`config.mk`:
```
export PLATFORM = sky130hd
export DESIGN_NAME = margin_protect_output_good_indicator
export DESIGN_NICKNAME = d
export VERILOG_FILES = /design/src/verilog/margin_protect_pkg.sv /design/src/verilog/margin_protect_output_good_indicator.sv
export SDC_FILE = /design/constraint.sdc
export NUM_CORES = 2
export LEC_CHECK = 0
export BUFFER_PORTS_ARGS = -buffer_cell sky130_fd_sc_hd__buf_2
export CAP_MARGIN = 10
export CELL_PAD_IN_SITES_DETAIL_PLACEMENT = 0
export CELL_PAD_IN_SITES_GLOBAL_PLACEMENT = 1
export CORE_MARGIN = 1
export CORE_UTILIZATION = 45
export DETAILED_ROUTE_END_ITERATION = 6
export HOLD_SLACK_MARGIN = 0.08
export PLACE_DENSITY = 0.77
export SETUP_SLACK_MARGIN = 0.2
export SYNTH_ARGS = -nofsm -noshare
export SYNTH_HDL_FRONTEND = slang
export SYNTH_SLANG_ARGS = --single-unit
```
`constraint.sdc`:
```
create_clock -name sys_clk_i -period 198.5 [get_ports sys_clk_i]
set_input_delay 39.7 -clock sys_clk_i [delete_from_list [all_inputs] [get_ports sys_clk_i]]
set_output_delay 39.7 -clock sys_clk_i [all_outputs]
set_load 0.005 [all_outputs]
```
`src/verilog/margin_protect_pkg.sv`:
```
/*
  constants for the margin, protection and output-good block:
  register indices, field positions, reset values and timing counts.
  assumes a bench or host that reaches registers by index over the
  documented pmbus command port of the top module.
*/
`default_nettype none
package margin_protect_pkg;
  // register indices on the command port (command codes)
  localparam logic [7:0] IDX_OPERATION      = 8'h01;
  localparam logic [7:0] IDX_STORE_ALL      = 8'h11;
  localparam logic [7:0] IDX_TRIM           = 8'h22;
  localparam logic [7:0] IDX_MARGIN_HIGH    = 8'h25;
  localparam logic [7:0] IDX_MARGIN_LOW     = 8'h26;
  localparam logic [7:0] IDX_SCALE_LOOP     = 8'h29;
  localparam logic [7:0] IDX_OV_LEVEL       = 8'h40;
  localparam logic [7:0] IDX_OV_ACTION      = 8'h41;
  localparam logic [7:0] IDX_OC_WARN        = 8'h4a;
  localparam logic [7:0] IDX_UV_LEVEL       = 8'h44;
  localparam logic [7:0] IDX_UV_ACTION      = 8'h45;
  localparam logic [7:0] IDX_INPUT_TURN_ON_LEVEL         = 8'h35;
  localparam logic [7:0] IDX_INPUT_TURN_OFF_LEVEL        = 8'h36;
  localparam logic [7:0] IDX_GOOD_ON        = 8'h5e;
  localparam logic [7:0] IDX_GOOD_OFF       = 8'h5f;
  localparam logic [7:0] IDX_STATUS_TEMP    = 8'h7d;
  // operation byte fields
  localparam int OP_ON_BIT = 7;
  localparam int OP_MARGIN_HI = 5;
  localparam int OP_MARGIN_LO = 2;
  localparam logic [3:0] MARGIN_LOW_IGNORE  = 4'h5;
  localparam logic [3:0] MARGIN_LOW_ACT     = 4'h6;
  localparam logic [3:0] MARGIN_HIGH_IGNORE = 4'h9;
  localparam logic [3:0] MARGIN_HIGH_ACT    = 4'ha;
  // fault response fields
  localparam logic [1:0] RESP_CONTINUE  = 2'h0;
  localparam logic [1:0] RESP_DELAYED   = 2'h1;
  localparam logic [1:0] RESP_IMMEDIATE = 2'h2;
  localparam logic [2:0] RESTART_ALWAYS = 3'h7;
  localparam logic [3:0] DELAY_CYCLES   = 4'h4;
  // linear exponents, 5 bit two's complement in the top of the word
  localparam logic [4:0] EXP_OC  = 5'h1f; // -1
  localparam logic [4:0] EXP_VIN = 5'h1e; // -2
  // reset values
  localparam logic [7:0]  RST_OPERATION = 8'h80;
  localparam logic [15:0] RST_TRIM      = 16'h0000;
  localparam logic [15:0] RST_MARGIN_HI = 16'h0500;
  localparam logic [15:0] RST_MARGIN_LO = 16'h0400;
  localparam logic [15:0] RST_SCALE     = 16'hb900; // 256 at exponent -9
  localparam logic [15:0] RST_OC_WARN   = {EXP_OC, 11'h06f}; // 55.5 A
  localparam logic [15:0] FIXED_OC_WARN = {EXP_OC, 11'h072}; // 57 A
  localparam logic [15:0] RST_INPUT_TURN_ON_LEVEL    = {EXP_VIN, 11'h012}; // 4.5 V
  localparam logic [15:0] RST_INPUT_TURN_OFF_LEVEL   = {EXP_VIN, 11'h010}; // 4.0 V
  localparam logic [15:0] RST_GOOD_ON   = 16'h046a; // 1.1035 V
  localparam logic [15:0] RST_GOOD_OFF  = 16'h0452; // 1.08 V
  localparam logic [7:0]  RST_ACTION    = 8'h80;
  // ratio selectors, percent of commanded output
  localparam logic [1:0] RATIO_DEFAULT = 2'h2;
  localparam logic [7:0] OV_PCT_0 = 8'd108;
  localparam logic [7:0] OV_PCT_1 = 8'd110;
  localparam logic [7:0] OV_PCT_2 = 8'd112;
  localparam logic [7:0] OV_PCT_3 = 8'd115;
  localparam logic [7:0] UV_PCT_0 = 8'd92;
  localparam logic [7:0] UV_PCT_1 = 8'd90;
  localparam logic [7:0] UV_PCT_2 = 8'd88;
  localparam logic [7:0] UV_PCT_3 = 8'd85;
  localparam logic [7:0] TRIM_WINDOW_PCT = 8'd25;
  // status temperature bits
  localparam int TEMP_FAULT_BIT = 7;
  localparam int TEMP_WARN_BIT  = 6;
  // switching cycle: 1 us period at 50 MHz clock
  localparam int SWITCH_NS  = 1000;
  localparam int CLK_NS     = 20;
  localparam int SWITCH_CYC = SWITCH_NS / CLK_NS;
endpackage
`default_nettype wire
```
`src/verilog/margin_protect_output_good_indicator.sv`:
```
/*
  configuration and supervision logic of a digitally managed step-down
  module: margining, overcurrent warning, temperature status, output
  over/under-voltage trip levels and responses, input turn-on/off levels
  and the open-drain output-good indicator.
  assumes a pmbus slave engine in front of it that delivers whole command
  writes as wr_i pulses (command code plus 16 bit data) and reads as
  rd_i pulses; voltage readings arrive as 16 bit words from another clock domain.
  the link clock input is sampled and synchronised here.
*/
// Notes on behaviour
// - margin words exponent -10, top bit zero
// - margin setpoint is margin plus trim
// - margin plus trim kept within 25 percent
// - store-all copies margins, oc limit, good levels
// - operation bits 5:2 select margin mode
// - oc limit exponent -1, six writable bits
// - oc limit defaults 55.5 A, later fixed 57 A
// - temperature status reports fault and warning
// - ov ratio 108/110/112/115, default 112
// - uv ratio 92/90/88/85, default 88
// - trip words rounded to nearest ratio
// - response 00 keeps converter running
// - response 01 waits four cycles then stops
// - response 10 stops at once
// - response 11 disables while fault persists
// - input levels half volt steps, clamped range
// - input words exponent -2, top four zero
// - output-good low on temp, current, regulation
// - good-on sets lower level, mirrored above
// - good-off sets deassert level, mirrored above
// - good words exponent -10, top bit zero
// - good levels reset 1.1035 V and 1.08 V
// - operation bit 7 enables output
// - trim is signed offset added to setpoint
`timescale 1ns/1ps
`default_nettype none
module margin_protect_output_good_indicator #(
  parameter logic FIXED_OC_REV = 1'b0 // later revision: fixed oc limit
) (
  // clock and reset
  input  wire logic        sys_clk_i,
  input  wire logic        rst_i,
  // link clock from the pmbus engine, sampled only
  input  wire logic        link_clk_i,
  // command port from the pmbus engine
  input  wire logic        wr_i,
  input  wire logic        rd_i,
  input  wire logic [7:0]  cmd_i,
  input  wire logic [15:0] wdata_i,
  output logic      [15:0] rdata_o,
  output logic             rvalid_o,
  // measurements and sensors (asynchronous)
  input  wire logic [15:0] vout_meas_i,
  input  wire logic [15:0] vin_meas_i,
  input  wire logic        oc_i,
  input  wire logic        ot_fault_i,
  input  wire logic        ot_warn_i,
  // converter controls
  output logic      [15:0] setpoint_o,
  output logic             run_o,
  output logic             oc_warn_level_o,
  output logic             nv_store_o,
  // open-drain output-good indicator
  input  wire logic        good_pin_i,
  output logic             good_pin_o,
  output logic             good_pin_oe_o
);
  // registers
  logic [7:0]  operation_control;
  logic [15:0] vout_trim;
  logic [15:0] margin_high_setpoint, margin_low_setpoint;
  logic [15:0] scale_loop;
  logic [15:0] overcurrent_warning_threshold;
  logic [1:0]  ov_sel, uv_sel;              // selected ratio index
  logic [7:0]  overvoltage_fault_action, undervoltage_fault_action;
  logic [15:0] input_turn_on_level, input_turn_off_level;
  logic [15:0] good_assert_threshold, good_deassert_threshold;
  // synchronisers for outside signals
  logic [4:0]  sync_a, sync_b;
  logic [15:0] vout_a, vout_b, vin_a, vin_b;
  logic        link_q;
  logic        link_rise;                    // link clock edge seen
  logic [15:0] nominal, next_setpoint;
  logic [7:0]  ov_pct, uv_pct;
  logic        ov_now, uv_now, in_window;
  logic        ov_stop, uv_stop, vin_ok;
  logic [15:0] swdiv;                        // switching-cycle divider
  logic        sw_tick;
  logic [3:0]  ov_cnt, uv_cnt;

  // ratio selection from a written trip word, nearest of four
  function automatic logic [1:0] pick_ratio(input logic [15:0] word,
      input logic [15:0] nom, input logic ov);
    logic [31:0] pml;                        // word in tenths of a percent of nominal
    pml = 32'h0;
    pml = (nom == 16'h0) ? 32'h0 : (32'(word) * 32'd1000) / 32'(nom);
    // thresholds at the midpoints, tenths keep 86.9 percent on the 88 side
    if (ov) begin
      pick_ratio = (pml < 32'd1090) ? 2'h0 : (pml < 32'd1110) ? 2'h1 :
                   (pml < 32'd1135) ? 2'h2 : 2'h3;
    end else begin
      pick_ratio = (pml > 32'd910) ? 2'h0 : (pml > 32'd890) ? 2'h1 :
                   (pml > 32'd865) ? 2'h2 : 2'h3;
    end
  endfunction

  // clamp an input level mantissa to half volt steps in range
  function automatic logic [15:0] vin_level(input logic [15:0] word,
      input logic [10:0] lo);
    logic [10:0] m;
    m = word[10:0];
    if (word[15:11] != margin_protect_pkg::EXP_VIN) m = 11'h0;
    if (m < lo) m = lo;
    if (m > 11'd56) m = 11'd56;
    m = {m[10:1], 1'b0};
    vin_level = {margin_protect_pkg::EXP_VIN, 4'h0, m[6:0]};
  endfunction

  // sensors pass two flops before use
  always_ff @(posedge sys_clk_i) begin
    sync_a <= {link_clk_i, oc_i, ot_fault_i, ot_warn_i, good_pin_i};
    sync_b <= sync_a;
    vout_a <= vout_meas_i;
    vout_b <= vout_a;
    vin_a  <= vin_meas_i;
    vin_b  <= vin_a;
    link_q <= sync_b[4];
  end
  assign link_rise = sync_b[4] & ~link_q;

  // nominal output from the divider ratio: vref 0.6 V / ratio
  assign nominal = (scale_loop[10:0] == 11'h0) ? 16'h0 :
                   16'((32'd614 * 32'd512) / 32'(scale_loop[10:0]));

  // register writes
  always_ff @(posedge sys_clk_i) begin
    if (rst_i) begin
      operation_control <= margin_protect_pkg::RST_OPERATION;
      vout_trim <= margin_protect_pkg::RST_TRIM;
      margin_high_setpoint <= margin_protect_pkg::RST_MARGIN_HI;
      margin_low_setpoint <= margin_protect_pkg::RST_MARGIN_LO;
      scale_loop <= margin_protect_pkg::RST_SCALE;
      overcurrent_warning_threshold <= FIXED_OC_REV ?
        margin_protect_pkg::FIXED_OC_WARN : margin_protect_pkg::RST_OC_WARN;
      ov_sel <= margin_protect_pkg::RATIO_DEFAULT;
      uv_sel <= margin_protect_pkg::RATIO_DEFAULT;
      overvoltage_fault_action <= margin_protect_pkg::RST_ACTION;
      undervoltage_fault_action <= margin_protect_pkg::RST_ACTION;
      input_turn_on_level <= margin_protect_pkg::RST_INPUT_TURN_ON_LEVEL;
      input_turn_off_level <= margin_protect_pkg::RST_INPUT_TURN_OFF_LEVEL;
      good_assert_threshold <= margin_protect_pkg::RST_GOOD_ON;
      good_deassert_threshold <= margin_protect_pkg::RST_GOOD_OFF;
    end else if (wr_i) begin
      case (cmd_i)
        margin_protect_pkg::IDX_OPERATION: operation_control <= wdata_i[7:0];
        margin_protect_pkg::IDX_TRIM: vout_trim <= wdata_i;
        margin_protect_pkg::IDX_MARGIN_HIGH:
          margin_high_setpoint <= {1'b0, wdata_i[14:0]};
        margin_protect_pkg::IDX_MARGIN_LOW:
          margin_low_setpoint <= {1'b0, wdata_i[14:0]};
        margin_protect_pkg::IDX_SCALE_LOOP: scale_loop <= wdata_i;
        margin_protect_pkg::IDX_OC_WARN: begin
          // later revision ignores the write
          if (!FIXED_OC_REV) begin
            overcurrent_warning_threshold <=
              {margin_protect_pkg::EXP_OC, 5'h0, wdata_i[5:0]};
          end
        end
        margin_protect_pkg::IDX_OV_LEVEL: ov_sel <= pick_ratio(wdata_i, nominal, 1'b1);
        margin_protect_pkg::IDX_UV_LEVEL: uv_sel <= pick_ratio(wdata_i, nominal, 1'b0);
        margin_protect_pkg::IDX_OV_ACTION: overvoltage_fault_action <= wdata_i[7:0];
        margin_protect_pkg::IDX_UV_ACTION: undervoltage_fault_action <= wdata_i[7:0];
        margin_protect_pkg::IDX_INPUT_TURN_ON_LEVEL: input_turn_on_level <= vin_level(wdata_i, 11'd14);
        margin_protect_pkg::IDX_INPUT_TURN_OFF_LEVEL: input_turn_off_level <= vin_level(wdata_i, 11'd12);
        margin_protect_pkg::IDX_GOOD_ON:
          good_assert_threshold <= {1'b0, wdata_i[14:0]};
        margin_protect_pkg::IDX_GOOD_OFF:
          good_deassert_threshold <= {1'b0, wdata_i[14:0]};
        default: ; // unknown command: ignored
      endcase
    end
  end

  // store-all pulse toward the non-volatile copy engine
  always_ff @(posedge sys_clk_i) begin
    if (rst_i) nv_store_o <= 1'b0;
    else nv_store_o <= wr_i && cmd_i == margin_protect_pkg::IDX_STORE_ALL;
  end

  // register reads, answer one cycle later
  always_ff @(posedge sys_clk_i) begin
    if (rst_i) begin
      rdata_o  <= 16'h0000;
      rvalid_o <= 1'b0;
    end else begin
      rvalid_o <= rd_i;
      if (rd_i) begin
        case (cmd_i)
          margin_protect_pkg::IDX_OPERATION: rdata_o <= {8'h00, operation_control};
          margin_protect_pkg::IDX_TRIM: rdata_o <= vout_trim;
          margin_protect_pkg::IDX_MARGIN_HIGH: rdata_o <= margin_high_setpoint;
          margin_protect_pkg::IDX_MARGIN_LOW: rdata_o <= margin_low_setpoint;
          margin_protect_pkg::IDX_SCALE_LOOP: rdata_o <= scale_loop;
          margin_protect_pkg::IDX_OC_WARN: rdata_o <= overcurrent_warning_threshold;
          margin_protect_pkg::IDX_OV_LEVEL: rdata_o <= 16'((32'(nominal) * 32'(ov_pct)) / 32'd100);
          margin_protect_pkg::IDX_UV_LEVEL: rdata_o <= 16'((32'(nominal) * 32'(uv_pct)) / 32'd100);
          margin_protect_pkg::IDX_OV_ACTION: rdata_o <= {8'h00, overvoltage_fault_action};
          margin_protect_pkg::IDX_UV_ACTION: rdata_o <= {8'h00, undervoltage_fault_action};
          margin_protect_pkg::IDX_INPUT_TURN_ON_LEVEL: rdata_o <= input_turn_on_level;
          margin_protect_pkg::IDX_INPUT_TURN_OFF_LEVEL: rdata_o <= input_turn_off_level;
          margin_protect_pkg::IDX_GOOD_ON: rdata_o <= good_assert_threshold;
          margin_protect_pkg::IDX_GOOD_OFF: rdata_o <= good_deassert_threshold;
          margin_protect_pkg::IDX_STATUS_TEMP:
            rdata_o <= {8'h00, sync_b[2], sync_b[1], 6'h00};
          default: rdata_o <= 16'h0000;
        endcase
      end
    end
  end

  // setpoint: margin or nominal plus trim, held inside 25 percent
  always_comb begin
    logic [16:0] base, sum, lo, hi, win;
    base = {1'b0, nominal};
    sum = 17'h0;
    lo = 17'h0;
    hi = 17'h0;
    win = 17'h0;
    case (operation_control[margin_protect_pkg::OP_MARGIN_HI:margin_protect_pkg::OP_MARGIN_LO])
      margin_protect_pkg::MARGIN_LOW_IGNORE,
      margin_protect_pkg::MARGIN_LOW_ACT: base = {1'b0, margin_low_setpoint};
      margin_protect_pkg::MARGIN_HIGH_IGNORE,
      margin_protect_pkg::MARGIN_HIGH_ACT: base = {1'b0, margin_high_setpoint};
      default: base = {1'b0, nominal};
    endcase
    sum = 17'(base + {vout_trim[15], vout_trim});
    win = 17'((32'(nominal) * 32'(margin_protect_pkg::TRIM_WINDOW_PCT)) / 32'd100);
    lo = 17'({1'b0, nominal} - win);
    hi = 17'({1'b0, nominal} + win);
    if (sum[16] || sum < lo) sum = lo;
    if (sum > hi) sum = hi;
    next_setpoint = sum[15:0];
  end

  // comparison of measured output against trip levels
  always_comb begin
    case (ov_sel)
      2'h0: ov_pct = margin_protect_pkg::OV_PCT_0;
      2'h1: ov_pct = margin_protect_pkg::OV_PCT_1;
      2'h2: ov_pct = margin_protect_pkg::OV_PCT_2;
      default: ov_pct = margin_protect_pkg::OV_PCT_3;
    endcase
    case (uv_sel)
      2'h0: uv_pct = margin_protect_pkg::UV_PCT_0;
      2'h1: uv_pct = margin_protect_pkg::UV_PCT_1;
      2'h2: uv_pct = margin_protect_pkg::UV_PCT_2;
      default: uv_pct = margin_protect_pkg::UV_PCT_3;
    endcase
  end
  // trip points scale the setpoint; ignore-fault margin masks them
  assign ov_now = (32'(vout_b) * 32'd100 > 32'(setpoint_o) * 32'(ov_pct)) &&
                  !(operation_control[3:2] == 2'h1 && operation_control[5:4] != 2'h0);
  assign uv_now = (32'(vout_b) * 32'd100 < 32'(setpoint_o) * 32'(uv_pct)) && run_o &&
                  !(operation_control[3:2] == 2'h1 && operation_control[5:4] != 2'h0);
  assign vin_ok = ({1'b0, vin_b[10:0]} >= {1'b0, input_turn_off_level[10:0]});

  // switching-cycle tick from the clock divider
  always_ff @(posedge sys_clk_i) begin
    if (rst_i || swdiv == 16'(margin_protect_pkg::SWITCH_CYC - 1)) swdiv <= 16'h0;
    else swdiv <= 16'(swdiv + 16'h1);
  end
  assign sw_tick = (swdiv == 16'h0);

  // overvoltage response engine
  always_ff @(posedge sys_clk_i) begin
    if (rst_i) begin
      ov_stop <= 1'b0;
      ov_cnt  <= 4'h0;
    end else begin
      case (overvoltage_fault_action[7:6])
        margin_protect_pkg::RESP_CONTINUE: ov_stop <= 1'b0;
        margin_protect_pkg::RESP_DELAYED: begin
          if (!ov_now) ov_cnt <= 4'h0;
          else if (sw_tick && ov_cnt != margin_protect_pkg::DELAY_CYCLES)
            ov_cnt <= 4'(ov_cnt + 4'h1);
          if (ov_now && ov_cnt == margin_protect_pkg::DELAY_CYCLES) ov_stop <= 1'b1;
          else if (!ov_now && overvoltage_fault_action[5:3] == margin_protect_pkg::RESTART_ALWAYS)
            ov_stop <= 1'b0;
        end
        margin_protect_pkg::RESP_IMMEDIATE: begin
          if (ov_now) ov_stop <= 1'b1;
          else if (overvoltage_fault_action[5:3] == margin_protect_pkg::RESTART_ALWAYS)
            ov_stop <= 1'b0;
        end
        default: ov_stop <= ov_now;
      endcase
    end
  end

  // undervoltage response engine, configured independently
  always_ff @(posedge sys_clk_i) begin
    if (rst_i) begin
      uv_stop <= 1'b0;
      uv_cnt  <= 4'h0;
    end else begin
      case (undervoltage_fault_action[7:6])
        margin_protect_pkg::RESP_CONTINUE: uv_stop <= 1'b0;
        margin_protect_pkg::RESP_DELAYED: begin
          if (!uv_now) uv_cnt <= 4'h0;
          else if (sw_tick && uv_cnt != margin_protect_pkg::DELAY_CYCLES)
            uv_cnt <= 4'(uv_cnt + 4'h1);
          if (uv_now && uv_cnt == margin_protect_pkg::DELAY_CYCLES) uv_stop <= 1'b1;
          else if (!uv_now && undervoltage_fault_action[5:3] == margin_protect_pkg::RESTART_ALWAYS)
            uv_stop <= 1'b0;
        end
        margin_protect_pkg::RESP_IMMEDIATE: begin
          if (uv_now) uv_stop <= 1'b1;
          else if (undervoltage_fault_action[5:3] == margin_protect_pkg::RESTART_ALWAYS)
            uv_stop <= 1'b0;
        end
        default: uv_stop <= uv_now;
      endcase
    end
  end

  // converter outputs and the output-good window
  always_ff @(posedge sys_clk_i) begin
    if (rst_i) begin
      setpoint_o <= 16'h0000;
      run_o <= 1'b0;
      oc_warn_level_o <= 1'b0;
      in_window <= 1'b0;
      good_pin_o <= 1'b0;
      good_pin_oe_o <= 1'b1;
    end else begin
      setpoint_o <= next_setpoint;
      run_o <= operation_control[margin_protect_pkg::OP_ON_BIT] &&
               !ov_stop && !uv_stop && vin_ok;
      oc_warn_level_o <= sync_b[3];
      // hysteresis: assert inside good-on window, drop outside good-off
      if (vout_b >= good_assert_threshold &&
          vout_b <= 16'(2 * nominal - good_assert_threshold))
        in_window <= 1'b1;
      else if (vout_b < good_deassert_threshold ||
               vout_b > 16'(2 * nominal - good_deassert_threshold))
        in_window <= 1'b0;
      good_pin_o <= 1'b0;
      good_pin_oe_o <= !(in_window && run_o && !sync_b[3] && !sync_b[2]);
    end
  end
endmodule
`default_nettype wire

```
; ---- Word-level counts from Yosys, hierarchy flattened
; Index checks and enable logic that the tools add are counted.
[word_totals]
regBits = 265
out_inout_bits = 38
[classes]
addsub = 8
multipliers = 7
div = 5
magnitude_cmp = 19
n_eq_ne = 43
n_mux = 47
reduce_logical = 58
[op_table]
columns = op, count
row1 = 16-bit case mux with 15 select lines, 1
row2 = 11-bit 2-to-1 mux, 15
row3 = "32-bit by 10-bit > comparator with 1-bit output, second input constant", 3
row4 = "32-bit by 11-bit less-than comparator with 1-bit output, second input constant", 3
row5 = "24-bit by 7-bit divider with 32-bit output, second input constant", 2
row6 = "8-bit by 7-bit equality test with 1-bit output, second input constant", 8
row7 = "8-bit by 6-bit equality test with 1-bit output, second input constant", 6
row8 = 16-bit by 8-bit multiplier with 24-bit output, 2
row9 = 16-bit by 7-bit multiplier with 23-bit output, 2
row10 = "16-bit by 5-bit multiplier with 21-bit output, second input constant", 2
row11 = 2-bit AND reduction, 18
row12 = "19-bit by 11-bit divider with 32-bit output, first input constant", 1
row13 = "21-bit by 7-bit divider with 32-bit output, second input constant", 1
row14 = 26-bit by 16-bit divider with 32-bit output, 1
row15 = 16-bit logical NOT, 2
row16 = 16-bit 2-to-1 mux, 2
row17 = 32-bit 2-to-1 mux, 1
row18 = 16-bit case mux with 2 select lines, 1
row19 = 16-bit by 15-bit subtractor with 16-bit output, 2
row20 = 23-bit by 24-bit > comparator with 1-bit output, 1
row21 = 23-bit by 24-bit less-than comparator with 1-bit output, 1
row22 = "16-bit by 7-bit multiplier with 23-bit output, second input constant", 1
row23 = "11-bit by 6-bit > comparator with 1-bit output, second input constant", 2
row24 = "11-bit by 4-bit less-than comparator with 1-bit output, second input constant", 2
row25 = 39 further kinds, 107

; ---- Longest topological paths before layout
[depth]
ltp_word = 12
mapped_depth = 1202

; ---- Worst setup path after synthesis
; Ideal clock, no wire load.
[synth_path]
kind = reg-to-reg
startpoint = register scale_loop[0]
endpoint = register uv_sel[0]
setup_ns = 0.091
arrival_time_ns = 196.107
required_time_ns = 198.409
slack_ns = 2.303
stages_incl_launch_ff = 1161
period_less_slack_ns = 196.197
path_cell_list = dfxtp_1 > inv_1 > clkbuf_1 > clkbuf_1 > buf_1 > clkbuf_1 > ha_1 > nand2b_1 > nor3_1 > clkbuf_1 > and2_1 > ha_1 > nor4bb_1 > a31oi_1 > nor2_1 > ha_1 > a21oi_1 > o21ai_1 > [... 1125 more ...] > o21a_1 > nor4_4 > and4_4 > nand3_4 > buf_6 > mux2_1 > ha_1 > a21o_1 > a21o_1 > a21oi_1 > nor3_1 > nor4_1 > o2111a_1 > o311a_1 > o221a_2 > nand3_1 > a21o_1 > a311oi_1
[synth_via]
elab_chain_cells = 8
word_cells_on_any_way = 12
classes_between = 2 x div / 3 x order compare / 5 x mux / 2 x reduce/logical
[synth_lines]
columns = item, line_no
row1 = from (decl), margin_protect_output_good_indicator.sv:73  ; logic [15:0] scale_loop;
row2 = from (signal assigned), margin_protect_output_good_indicator.sv:143  ; scale_loop <= margin_protect_pkg::RST_SCALE;
row3 = from (signal assigned), margin_protect_output_good_indicator.sv:162  ; margin_protect_pkg::IDX_SCALE_LOOP: scale_loop <= wdata_i;
row4 = 19-bit by 11-bit divider with 32-bit output or 11-bit logical NOT (tied branches), "margin_protect_output_good_indicator.sv:134, margin_protect_output_good_indicator.sv:133"
row5 = 16-bit 2-to-1 mux (*), margin_protect_output_good_indicator.sv:133  ; assign nominal = (scale_loop[10:0] == 11'h0) ? 16'h0 :
row6 = 26-bit by 16-bit divider with 32-bit output or 16-bit logical NOT (tied branches), margin_protect_output_good_indicator.sv:97  ; pml = (nom == 16'h0) ? 32'h0 : (32'(word) * 32'd1000) / 32'(nom);
row7 = 32-bit 2-to-1 mux (*), margin_protect_output_good_indicator.sv:97
row8 = 32-bit by 10-bit > comparator with 1-bit output, margin_protect_output_good_indicator.sv:104  ; (pml > 32'd865) ? 2'h2 : 2'h3;
row9 = 1-bit 2-to-1 mux, margin_protect_output_good_indicator.sv:104
row10 = 2-bit 2-to-1 mux, margin_protect_output_good_indicator.sv:103  ; pick_ratio = (pml > 32'd910) ? 2'h0 : (pml > 32'd890) ? 2'h1 :
row11 = 2-bit 2-to-1 mux (*), margin_protect_output_good_indicator.sv:103
row12 = to (signal assigned), margin_protect_output_good_indicator.sv:147  ; uv_sel <= margin_protect_pkg::RATIO_DEFAULT;
row13 = to (signal assigned), margin_protect_output_good_indicator.sv:171  ; margin_protect_pkg::IDX_UV_LEVEL: uv_sel <= pick_ratio(wdata_i, nominal, 1'b0);
row14 = to (decl), margin_protect_output_good_indicator.sv:75  ; logic [1:0] ov_sel, uv_sel;
; Every way passes the cells marked *; elsewhere a longest branch is shown, timed or not.
; A chain may end at the register's enable or synchronous reset.

==> flow_results.xml <==
<?xml version="1.0" encoding="UTF-8"?>
<metrics>
  <group name="place">
    <metric name="numPlacedInstances" unit="">13600</metric>
    <metric name="place.detailed.hpwl" unit="microns">202000</metric>
    <metric name="place.gp.congestion" unit="">0.899</metric>
    <metric name="dp_slack" unit="ps">-1950</metric>
    <metric name="port-buffer-count" unit="">94</metric>
  </group>
  <group name="timing">
    <metric name="report.final.hold_viol_count" unit="">0</metric>
    <metric name="skew" unit="ps">44.6</metric>
    <metric name="timing.final.crit_share" unit="">0.921</metric>
    <metric name="timing.final.setup_violations" unit="">0</metric>
    <metric name="final.setup.worst_slack" unit="ps">15730</metric>
    <metric name="worst_max_slew_pin_slew" unit="ps">1150</metric>
    <metric name="total_negative_setup_slack" unit="ps">0</metric>
    <metric name="fmax" unit="MHz">5.47</metric>
    <metric name="drv_slew" unit="">0</metric>
    <metric name="timing.max_slew.rel_slack" unit="">0.234</metric>
    <metric name="min_tclk_post_route" unit="ps">182770</metric>
  </group>
  <group name="routing">
    <metric name="detailedRoute.firstIterationViolations" unit="">5219</metric>
    <metric name="wl_per_cell" unit="microns">18.6</metric>
    <metric name="wirelength" unit="microns">256000</metric>
    <metric name="drtAntennaViolNets" unit="">0</metric>
    <metric name="drcViolationCount" unit="">31</metric>
    <metric name="drt-vias-per-instance" unit="">5.89</metric>
    <metric name="pre_repair_dr_iteration_count" unit="">7</metric>
    <metric name="via_count" unit="">81100</metric>
  </group>
  <group name="logic_synthesis">
    <metric name="synth_simple_gate_area_share" unit="">0.224</metric>
    <metric name="synth_top_flop_cell" unit="">sky130_fd_sc_hd__dfxtp_1</metric>
    <metric name="asyncSetResetFlopFracSynth" unit="">0</metric>
    <metric name="synth-adder-area-share" unit="">0.274</metric>
    <metric name="synth_xor_xnor_area_share" unit="">0.0812</metric>
    <metric name="synth_cells" unit="">11000</metric>
    <metric name="sequential_element_share_of_the_synthesized_area" unit="">0.0646</metric>
    <metric name="synth_compound_gate_area_share" unit="">0.258</metric>
    <metric name="post_synth_mux_area_share" unit="">0.0319</metric>
    <metric name="synth_enable_flop_cells" unit="">0</metric>
    <metric name="main_combinational_cell_family_by_area_after_synthesis" unit="">adder cells</metric>
    <metric name="netlist-cell-type-count" unit="">162</metric>
    <metric name="netlist_area" unit="sq um">81500</metric>
    <metric name="postSynthRegisterBits" unit="">263</metric>
    <metric name="syn-mean-instance-area" unit="sq um">7.42</metric>
    <metric name="synth-warning-count" unit="">0</metric>
  </group>
  <group name="critical_path">
    <metric name="critPathLaunchType" unit="">register</metric>
    <metric name="critPathArrivalTime" unit="ps">183260</metric>
    <metric name="endpoint_required_time_on_the_critical_path" unit="ps">198990</metric>
    <metric name="timing.critical_path.mode_cell" unit="">sky130_fd_sc_hd__o21a_1</metric>
    <metric name="critPathMaxFanout" unit="">33</metric>
    <metric name="crit_path_end_kind" unit="">register</metric>
    <metric name="worstSetupPathType" unit="">register to register</metric>
    <metric name="critical-path-slowest-cell" unit="">sky130_fd_sc_hd__or4_4</metric>
    <metric name="slowest_delay" unit="ps">590</metric>
  </group>
  <group name="die">
    <metric name="placementRows" unit="">155</metric>
    <metric name="core-area" unit="sq um">179000</metric>
    <metric name="die_ar" unit="sq um">183000</metric>
    <metric name="die_w" unit="microns">428</metric>
    <metric name="chipHeight" unit="microns">428</metric>
    <metric name="start_util" unit="">0.455</metric>
    <metric name="io_pins" unit="">103</metric>
  </group>
  <group name="worst_hold_path">
    <metric name="timing.hold.worst.class" unit="">register to register</metric>
  </group>
  <group name="final_layout">
    <metric name="multi_input_comb_area" unit="sq um">72600</metric>
    <metric name="regArea" unit="sq um">5270</metric>
    <metric name="final_core_utilization" unit="">0.505</metric>
    <metric name="mostFrequentLayoutCell" unit="">sky130_fd_sc_hd__ha_1</metric>
    <metric name="num-fill-cells" unit="">17800</metric>
    <metric name="area_growth_syn_to_layout" unit="%">10.9</metric>
    <metric name="final-instance-count-excl-fill" unit="">13800</metric>
    <metric name="layout_common_cells" unit="">sky130_fd_sc_hd__ha_1 (1241), sky130_fd_sc_hd__a21oi_1 (977), sky130_fd_sc_hd__inv_1 (972)</metric>
    <metric name="design.final.nets" unit="">13000</metric>
    <metric name="post_route_cells_drive_above_1_share" unit="">0.123</metric>
  </group>
  <group name="flow_run">
    <metric name="maxCapViolCount" unit="">0</metric>
  </group>
  <group name="grt">
    <metric name="global_route.overflow_total" unit="">0</metric>
    <metric name="track_usage" unit="">0.268</metric>
    <metric name="antenna_found_initial" unit="">6</metric>
    <metric name="grt_pass1_vias" unit="">77700</metric>
    <metric name="global_route_wire_length_before_repair" unit="microns">406000</metric>
    <metric name="grt_max_degree" unit="">107</metric>
  </group>
  <group name="cts">
    <metric name="cts_hold_buf" unit="">0</metric>
    <metric name="cts-buffers-inserted" unit="">30</metric>
    <metric name="clockRootBuffer" unit="">sky130_fd_sc_hd__clkbuf_16</metric>
    <metric name="ctsLongestPathBuffers" unit="">3</metric>
    <metric name="clock_latency" unit="ps">620</metric>
    <metric name="cts_num_sinks" unit="">263</metric>
    <metric name="number_of_h_tree_levels" unit="">1</metric>
    <metric name="path_clk_slew" unit="ps">70</metric>
    <metric name="tritoncts" unit="">yes</metric>
  </group>
  <group name="outcome">
    <metric name="failed_checks" unit="">DRC</metric>
    <metric name="outcome" unit="">finished, violations left</metric>
  </group>
</metrics>
[worst paths after layout]
path | startpoint | to | slack [ps] | cells past startpoint
setup / recovery | scale_loop[9] | uv_sel[0] | 15730 | 852
hold / removal | vin_a[6] | vin_b[6] | 330 | 0
setup reg to reg | scale_loop[9] | uv_sel[0] | 15730 | 1094
hold reg to reg | vin_a[6] | vin_b[6] | 330 | 0
[stage by stage]
step	area (sq um)	hold slack, ps
2_1_floorplan	81500	310
3_3_place_gp	87000	311
3_5_place_dp	87000	312
4_1_cts	88000	322
5_1_grt	90400	331
6_report	90400	326
[layout make-up]
cell class,count,area share
inverter,979,0.0407
multi-input combinational,9439,0.803
tap,2355,0.0326
antenna,1,0.0000277
sequential,263,0.0583
timing repair buffer,685,0.0551
clock buffer,40,0.00949
clock inverter,10,0.00129
[logic make-up (layout without fill, tap and decap cells)]
family | count (synthesis) | count (layout)
AO/OA/AOI/OAI | 3182 | 3185
XOR/XNOR | 751 | 751
adder cells (fa/ha/maj) | 1594 | 1594
buffers and inverters | 1299 | 1714
flip-flops | 263 | 263
multiplexers | 241 | 241
other | 1 | 7
AND/OR/NAND/NOR | 3658 | 3662
[Yosys cell counts, types with 53 or more instances]
| cell type | number | area, sq um |
|---|---|---|
| sky130_fd_sc_hd__ha_1 | 1249 | 15600 |
| sky130_fd_sc_hd__a21oi_1 | 1069 | 5350 |
| sky130_fd_sc_hd__nor2_1 | 984 | 3690 |
| sky130_fd_sc_hd__inv_1 | 973 | 3650 |
| sky130_fd_sc_hd__nand2_1 | 921 | 3460 |
| sky130_fd_sc_hd__o21ai_0 | 485 | 2430 |
| sky130_fd_sc_hd__xnor2_1 | 432 | 3780 |
| sky130_fd_sc_hd__fa_1 | 326 | 6530 |
| sky130_fd_sc_hd__nor3_1 | 324 | 1620 |
| sky130_fd_sc_hd__xor2_1 | 314 | 2750 |
| sky130_fd_sc_hd__o21a_1 | 265 | 1990 |
| sky130_fd_sc_hd__dfxtp_1 | 263 | 5270 |
| sky130_fd_sc_hd__a21o_1 | 245 | 1840 |
| sky130_fd_sc_hd__nand3_1 | 207 | 1040 |
| sky130_fd_sc_hd__clkbuf_1 | 195 | 732 |
| sky130_fd_sc_hd__nand2b_1 | 185 | 1160 |
| sky130_fd_sc_hd__nor2b_1 | 141 | 882 |
| sky130_fd_sc_hd__and2_1 | 138 | 863 |
| sky130_fd_sc_hd__nand4_1 | 131 | 820 |
| sky130_fd_sc_hd__mux2_2 | 126 | 1420 |
| sky130_fd_sc_hd__o21bai_1 | 121 | 908 |
| sky130_fd_sc_hd__and3_1 | 112 | 701 |
| sky130_fd_sc_hd__o31ai_1 | 109 | 818 |
| sky130_fd_sc_hd__mux2i_1 | 96 | 961 |
| sky130_fd_sc_hd__or3_1 | 84 | 526 |
| sky130_fd_sc_hd__a211oi_1 | 69 | 518 |
| sky130_fd_sc_hd__a31oi_1 | 69 | 432 |
| sky130_fd_sc_hd__or2_2 | 68 | 425 |
| sky130_fd_sc_hd__o211ai_1 | 64 | 480 |
| sky130_fd_sc_hd__buf_4 | 53 | 398 |
[routing by layer]
metal	wire, microns	vias to the layer above	global-route usage
met5	0	-	0
met4	5880	0	0.0578
met3	10500	300	0.0163
met2	124000	1667	0.479
met1	116000	38900	0.352
li1	-	40300	-
[flip-flops by register name, indices dropped and copies added, names as in the netlist, 3 cells and up]
register,flops
good_deassert_threshold,15
operation_control,8
sync_a,3
rdata_o,16
vin_b,11
vin_a,11
vout_b,16
overvoltage_fault_action,8
good_assert_threshold,15
setpoint_o,16
uv_cnt,4
input_turn_on_level,6
input_turn_off_level,6
margin_low_setpoint,15
vout_a,16
sync_b,3
scale_loop,16
swdiv,16
overcurrent_warning_threshold,7
margin_high_setpoint,15
vout_trim,16
ov_cnt,4
undervoltage_fault_action,8
[repair_timing]
| action | in CTS | in global routing |
|---|---|---|
| pin swaps | 1 | 69 |
| setup endpoints to repair | 4 | 4 |
| setup buffers | 1 | 114 |
| cloned | 0 | 8 |
| gates resized for setup | 19 | 367 |
[critical path: cells and delay by family, from the launching register on]
family,cells,cell delay [ps]
AND/OR/NAND/NOR,231,37760
AO/OA/AOI/OAI,449,79990
adder cells (fa/ha/maj),55,16070
multiplexers,15,4680
flip-flops,1,410
XOR/XNOR,1,240
buffers and inverters,101,9750
Power is not shown: default switching activity piles up to over one toggle a cycle in this logic, so the estimate is an artifact.
